$ cat src/shared/dctom_pkg.sv
// package: timing constants and state codes for the dual channel torque-off monitor
package dctom_pkg;
  localparam int unsigned CLK_MHZ = 100;
  // fault detection window (ms)
  localparam int unsigned FAULT_MIN_MS = 1600;
  localparam int unsigned FAULT_TYP_MS = 2300;
  localparam int unsigned FAULT_MAX_MS = 3000;
  localparam int unsigned FAULT_TYP_CYC = FAULT_TYP_MS * 1000 * CLK_MHZ;
  // response / pulse immunity (us)
  localparam int unsigned RESP_MIN_US = 2000;
  localparam int unsigned RESP_TYP_US = 6000;
  localparam int unsigned RESP_MAX_US = 10000;
  localparam int unsigned RESP_TYP_CYC = RESP_TYP_US * CLK_MHZ;
  localparam int unsigned CNT_W = 28;

  typedef enum logic [3:0] {
    DCTOM_SAFE = 4'h1,
    DCTOM_RUN = 4'h2,
    DCTOM_MISM = 4'h4,
    DCTOM_LOCK = 4'h8
  } dctom_state_t;
endpackage

$ cat src/shared/dctom_chan_if.sv
// interface: filtered channel levels from the input filter to the monitor core
`timescale 1ns/1ps
interface dctom_chan_if;
  logic chan_a;
  logic chan_b;
  modport filt (output chan_a, output chan_b);
  modport core (input chan_a, input chan_b);
endinterface

$ cat src/dctom_filter.sv
// input filter: synchroniser plus low-going pulse rejection per channel
`timescale 1ns/1ps
module dctom_filter
  import dctom_pkg::*;
#(
  parameter int unsigned RESP_CYC = RESP_TYP_CYC
) (
  input wire logic i_core_clk,
  input wire logic i_rst,
  input wire logic [1:0] i_raw,
  dctom_chan_if.filt chan
);
  logic [1:0] sync1;
  logic [1:0] sync2;
  logic [1:0] next_sync1;
  logic [1:0] next_sync2;
  logic [1:0] filt;
  logic [1:0] next_filt;
  logic [CNT_W-1:0] lowcnt [2];
  logic [CNT_W-1:0] next_lowcnt [2];

  // -----------------------------------------------------------
  // two-stage synchroniser
  // -----------------------------------------------------------
  always_comb begin
    next_sync1 = i_raw;
    next_sync2 = sync1;
  end

  always_ff @(posedge i_core_clk) begin
    if (i_rst) begin
      sync1 <= 2'h0;
      sync2 <= 2'h0;
    end else begin
      sync1 <= next_sync1;
      sync2 <= next_sync2;
    end
  end

  // -----------------------------------------------------------
  // per-channel low-time filter
  // -----------------------------------------------------------
  // a low must last the full response time before it counts; short test
  // pulses vanish. high is passed at once, which only helps re-arming.
  genvar g;
  for (g = 0; g < 2; g++) begin : g_chan
    always_comb begin
      next_lowcnt[g] = '0;
      next_filt[g] = 1'b1;
      if (sync2[g]) begin
        next_lowcnt[g] = '0;
        next_filt[g] = 1'b1;
      end else if (lowcnt[g] >= CNT_W'(RESP_CYC - 1)) begin
        next_lowcnt[g] = lowcnt[g];
        next_filt[g] = 1'b0;
      end else begin
        next_lowcnt[g] = lowcnt[g] + CNT_W'(1);
        next_filt[g] = filt[g];
      end
    end

    always_ff @(posedge i_core_clk) begin
      if (i_rst) begin
        lowcnt[g] <= '0;
        filt[g] <= 1'b0;
      end else begin
        lowcnt[g] <= next_lowcnt[g];
        filt[g] <= next_filt[g];
      end
    end
  end

  assign chan.chan_a = filt[0];
  assign chan.chan_b = filt[1];

  // -----------------------------------------------------------
  // checks
  // -----------------------------------------------------------
  // a channel may only fall once its low has lasted the full count
  for (g = 0; g < 2; g++) begin : g_chk

  end
endmodule

$ cat src/dctom_monitor.sv
// top: dual channel torque-off monitor with mismatch fault latch
`timescale 1ns/1ps
module dctom_monitor
  import dctom_pkg::*;
#(
  parameter int unsigned FAULT_CYC = FAULT_TYP_CYC,
  parameter int unsigned RESP_CYC = RESP_TYP_CYC
) (
  input wire logic i_core_clk,
  input wire logic i_rst,
  input wire logic i_channel_a_input,
  input wire logic i_channel_b_input,
  input wire logic i_aux_supply_ok,
  input wire logic i_mains_ok,
  input wire logic i_sw_run_req,
  output logic o_power_enable,
  output logic o_start_permit,
  output logic o_trip,
  output logic o_fault_latched,
  output logic o_status_output_on
);
  dctom_chan_if chan ();
  dctom_state_t state;
  dctom_state_t next_state;
  logic [CNT_W-1:0] mcnt;
  logic [CNT_W-1:0] next_mcnt;
  logic [1:0] pwr_sync;
  logic [1:0] next_pwr_sync;
  logic aux_ok;
  logic mains_ok;
  logic both_hi;
  logic both_lo;
  logic mism;

  dctom_filter #(.RESP_CYC(RESP_CYC)) u_filter (
    .i_core_clk(i_core_clk),
    .i_rst(i_rst),
    .i_raw({i_channel_b_input, i_channel_a_input}),
    .chan(chan)
  );

  // -----------------------------------------------------------
  // supply status synchronisers
  // -----------------------------------------------------------
  logic [1:0] ps1;
  logic [1:0] next_ps1;
  // a supply pin may bounce as it ramps; two flops only synchronise it, so a bounce still reaches the outputs
  always_comb begin
    next_ps1 = {i_mains_ok, i_aux_supply_ok};
    next_pwr_sync = ps1;
  end

  always_ff @(posedge i_core_clk) begin
    if (i_rst) begin
      ps1 <= 2'h0;
      pwr_sync <= 2'h0;
    end else begin
      ps1 <= next_ps1;
      pwr_sync <= next_pwr_sync;
    end
  end

  // logic alive means aux or mains feeds the control electronics
  assign aux_ok = pwr_sync[0];
  assign mains_ok = pwr_sync[1];

  // -----------------------------------------------------------
  // channel decode
  // -----------------------------------------------------------
  assign both_hi = chan.chan_a & chan.chan_b;
  assign both_lo = ~chan.chan_a & ~chan.chan_b;
  assign mism = chan.chan_a ^ chan.chan_b;

  // -----------------------------------------------------------
  // state machine and mismatch timer
  // -----------------------------------------------------------
  // no mode or command input reaches this machine, so the function
  // cannot be switched off; only reset (power-up) leaves the lock state
  always_comb begin
    next_state = state;
    next_mcnt = '0;
    case (state)
      DCTOM_SAFE: begin
        if (both_hi) begin
          next_state = DCTOM_RUN;
        end else if (mism) begin
          next_state = DCTOM_MISM;
        end
      end
      DCTOM_RUN: begin
        if (both_lo) begin
          next_state = DCTOM_SAFE;
        end else if (mism) begin
          next_state = DCTOM_MISM;
        end
      end
      DCTOM_MISM: begin
        if (!mism) begin
          next_state = both_hi ? DCTOM_RUN : DCTOM_SAFE;
        end else if (mcnt >= CNT_W'(FAULT_CYC - 1)) begin
          next_state = DCTOM_LOCK;
        end else begin
          next_mcnt = mcnt + CNT_W'(1);
        end
      end
      DCTOM_LOCK: begin
        next_state = DCTOM_LOCK;
      end
      default: begin
        next_state = DCTOM_SAFE;
      end
    endcase
  end

  always_ff @(posedge i_core_clk) begin
    if (i_rst) begin
      state <= DCTOM_SAFE;
      mcnt <= '0;
    end else begin
      state <= next_state;
      mcnt <= next_mcnt;
    end
  end

  // -----------------------------------------------------------
  // outputs
  // -----------------------------------------------------------
  logic next_pwr_en;
  logic next_start;
  logic next_trip;
  logic next_flt;
  logic next_stat;
  always_comb begin
    // run only when mains present and both channels high
    next_start = (state == DCTOM_RUN) && mains_ok;
    next_pwr_en = next_start && i_sw_run_req;
    next_trip = (state != DCTOM_RUN);
    next_flt = (state == DCTOM_LOCK);
    // status lives on the aux rail, so mains is not needed
    next_stat = (state == DCTOM_SAFE) && both_lo && (aux_ok || mains_ok);
  end

  always_ff @(posedge i_core_clk) begin
    if (i_rst) begin
      o_power_enable <= 1'b0;
      o_start_permit <= 1'b0;
      o_trip <= 1'b1;
      o_fault_latched <= 1'b0;
      o_status_output_on <= 1'b0;
    end else begin
      o_power_enable <= next_pwr_en;
      o_start_permit <= next_start;
      o_trip <= next_trip;
      o_fault_latched <= next_flt;
      o_status_output_on <= next_stat;
    end
  end
endmodule

$ cat config.mk
export PLATFORM = sky130hd
export DESIGN_NAME = dctom_monitor
export DESIGN_NICKNAME = d
export VERILOG_FILES = /design/src/shared/dctom_pkg.sv /design/src/shared/dctom_chan_if.sv /design/src/dctom_filter.sv /design/src/dctom_monitor.sv
export SDC_FILE = /design/constraint.sdc
export NUM_CORES = 1
export LEC_CHECK = 0
export BUFFER_PORTS_ARGS = -buffer_cell sky130_fd_sc_hd__buf_4
export CORE_ASPECT_RATIO = 0.6
export CORE_MARGIN = 5
export CORE_UTILIZATION = 47
export CTS_CLUSTER_SIZE = 14
export DETAILED_ROUTE_END_ITERATION = 12
export PLACE_DENSITY_LB_ADDON = 0.12
export SYNTH_ARGS = -nofsm -noshare
export SYNTH_HDL_FRONTEND = slang
export SYNTH_SLANG_ARGS = --single-unit
$ cat constraint.sdc
create_clock -name i_core_clk -period 1.9 [get_ports i_core_clk]
set_input_delay 0.38 -clock i_core_clk [delete_from_list [all_inputs] [get_ports i_core_clk]]
set_output_delay 0.38 -clock i_core_clk [all_outputs]
set_load 0.03 [all_outputs]
==> results by group <==
Run status
  – Status: complete, but fails checks
  – Violated checks: setup timing

Synth
  – Adder-cell area share of the yosys netlist: 1.66%
  – Dominant synthesized flop cell: dfxtp_1
  – Compound-Gate Fraction of Synth Area: 13.7%
  – Syn Std Cell Area: about 4500 um2
  – Yosys reg bits: 103
  – Count leader, synth: dfxtp_1
  – Post-synthesis xor/xnor area fraction: 5.62%
  – Sequential fraction of the synthesis area: 45.7%
  – Post-synth EDFFs: 0
  – Synth cell count leaders: dfxtp_1, nor2_1, nand2_1
  – Mux contribution to synthesized area: 1.36%
  – Most area-consuming cells after synthesis: dfxtp_1, nor2_1, nand2_1, a21oi_1, xor2_1
  – Cell taking the most area after synthesis: dfxtp_1
  – Post-Synth Simple-Gate Area: 29.7%
  – Synth Area per Inst: a little under 9 um2
  – Main combinational cell family by area after synthesis: simple AND/OR/NAND/NOR gates
  – Synth top area share: ~46%
  – Count of cell types in the netlist: 54
  – Post-synth ARST share: 0%
  – Gate count of the mapped netlist: around 520
  – Syn Nets: roughly 530
  – Ys Warns: 0

Place
  – GP Congestion: 0.805
  – Dpl cells: around 700
  – Detailed Place HPWL: 7.30 mm
  – Pre-CTS setup slack: -0.143 ns
  – Dpl cell area: roughly 5200 um2
  – IO Port Bufs: 11

Global route
  – Grt total ovfl: 0
  – Initial antenna violation count: 0
  – Gr usage total: 18.8%
  – Largest net degree at the start of global routing: 22
  – First-pass GRT wire length: between 15 and 20 mm
  – Via count of the first global-routing pass: approximately 3600

Drt
  – Initial DRT Pass Iterations: 4
  – Starting DRT DRC Count: ~300
  – Routed vias/inst: ~5.4
  – Routed WL per cell: 14.7 um
  – Antenna Violating Nets Remaining: 0
  – Final WL: around 11 mm
  – DRC: 0
  – Vias: about 4000

Setup path
  – Largest stage delay on the critical path: 0.53 ns
  – Startpoint types: flip-flop
  – Worst path slowest cell: or4_4
  – Critical Path, Cell by Cell: or4_4 > o21a_4 > or4_4 > o21ai_2 > a21oi_1
  – Most common cell on crit path: or4_4
  – WS Path Type: flip-flop to flip-flop
  – Critical Path Sink Type: flip-flop
  – Crit path buffers/inverters: 0
  – Worst path arrival time: between 2 and 2.5 ns
  – Largest delay share family, worst path: simple AND/OR/NAND/NOR gates
  – Crit path max fanout: 5
  – Crit path required time: about 2.1 ns

Timing
  – Slew Viols, Final: 0
  – Fin crit share: 104%
  – Max Freq: approximately 510 MHz
  – Final setup fails: 14
  – PnR worst setup slack: -0.0747 ns
  – Worst-Margin Slew: ~0.53 ns
  – Setup TNS: -0.455 ns
  – Worst Clk Skew: between 0.006 and 0.007 ns
  – Unrepaired setup endpoints after global routing: true
  – Hold Violations, Final: 0
  – Final Critical Period: between 1.5 and 2 ns
  – Max-slew headroom: about 64%

Pwr
  – Net Switching: ~1 mW
  – Logic pwr share: under 10%
  – Static Leak: roughly 2.3 nW
  – Pint: 3.32 mW
  – Power share of the clock group: a little over two fifths
  – Reg power frac: approximately 51%
  – Worst vdd ir: slightly below 500 uV
  – PwrDens: 735 nW/um2
  – Switching Fraction: 22.9%
  – Pwr Total: 4.30 mW

Job
  – Max Cap Viol: 0

Min path
  – Worst Hold Class: input pin to flip-flop

Finish
  – Ant diodes: 0
  – Nets: ~600
  – Fin area: about 6000 um2
  – Multi-input logic area: approximately 2600 um2
  – Non-Filler Instances: ~730
  – Area Overhead vs Synth: 29.5%
  – Share of cells above drive strength 1: a little over a quarter
  – Fillers: around 780
  – Sequential cell area: approximately 2100 um2

Die
  – Num rows: 27
  – Full die area: ~12000 um2
  – Ports: 12
  – Starting density of the core: 48.6%
  – Die width: between 100 and 150 um
  – Core footprint: a little over 9000 um2
  – Die extent in y: 85.9 um

Clock tree
  – Num CTS Buffers: 9
  – Worst skew pair latency: roughly 0.35 ns
  – Clk pin slew, worst setup/hold paths: roughly 0.07 ns
  – Root Buffer: clkbuf_16
  – CTS sink cnt: approximately 100
  – Clk buf depth: 2
  – CTS tree: built
  – CTS Hold Bufs: 0
  – H-Tree Depth: 3
## area by class of cell
| type | count | share of cell area [%] |
|---|---|---|
| clock buffers | 10 | 3.91 |
| clock inverters | 6 | 1.18 |
| inverters | 7 | 0.449 |
| multi-input cells | 391 | 44.1 |
| flip-flops and latches | 103 | 35.5 |
| well taps | 130 | 2.78 |
| repair buffers | 85 | 12.1 |
## routing by layer
layer  GRT usage, %  part of all wire, %
met5              0                    0
met1           27.8                   53
met4           5.58                  1.0
met3           5.92                  5.3
met2           26.0                   41
## power groups by stage
stage / combinational [mW] / clock, mW / sequential [mW]
global route: 0.238 / 2.01 / 2.21
finish: 0.217 / 1.87 / 2.21
global placement: 0.198 / 0 / 2.25
detailed placement: 0.204 / 0 / 2.26
CTS: 0.206 / 1.92 / 2.21
floorplan: 0.130 / 0 / 2.25
## cell usage in the layout (no fill, tap or decap), drive strengths merged, types with 9 or more instances in the layout
cell type  Yosys  routed
a21oi         33      33
and2          20      20
and3          16      16
buf            4      83
clkbuf        17      12
dfxtp        103     103
nand2         45      45
nand3         24      24
nand4         14      14
nor2          62      62
nor2b          9       9
nor3           9       9
nor4          11      11
o21ai         23      23
or3           16      16
xnor2         12      12
xor2          17      17
## path summary, 6_finish.rpt
| check | startpoint | end | slack, ns | cells past startpoint |
|---|---|---|---|---|
| setup / recovery | u_filter.lowcnt[1][14] | u_filter.lowcnt[1][14] | -0.07 | 5 |
| hold / removal | i_aux_supply_ok | next_pwr_sync[0] | 0.24 | 2 |
| setup reg to reg | u_filter.lowcnt[1][14] | u_filter.lowcnt[1][14] | -0.07 | 5 |
| hold reg to reg | u_filter.next_sync2[1] | u_filter.sync2[1] | 0.43 | 1 |
## registers in the layout, summed over array words and instances (netlist names)
| signal | flops |
|---|---|
| u_filter.chan.chan_a | 1 |
| o_start_permit | 1 |
| state | 4 |
| pwr_sync | 2 |
| mcnt | 28 |
| next_pwr_sync | 2 |
| u_filter.chan.chan_b | 1 |
| u_filter.lowcnt | 56 |
| u_filter.next_sync2 | 2 |
| o_trip | 1 |
| o_fault_latched | 1 |
| o_status_output_on | 1 |
| o_power_enable | 1 |
| u_filter.sync2 | 2 |
## per-stage QoR
stage	utilization (%)	hold WS, ns
after floorplan	-	0.414
after global placement	55.9	0.416
after detailed placement	55.9	0.420
after CTS	60.3	0.230
after global routing	63.0	0.238
final	63.0	0.242
## cells by family after synthesis
logic type | after synthesis
compound gates | 96
xor+xnor | 29
fa+ha+maj | 6
buf+inv | 28
flops | 103
mux | 6
simple gates | 253
## what timing repair did
item	in CTS	in global routing
setup buffers	4	5
hold endpoints to repair	0	0
cloned	0	3
pin swaps	11	23
setup endpoints to repair	30	63
resized for setup	19	44
(Power assumes the default switching activity.)
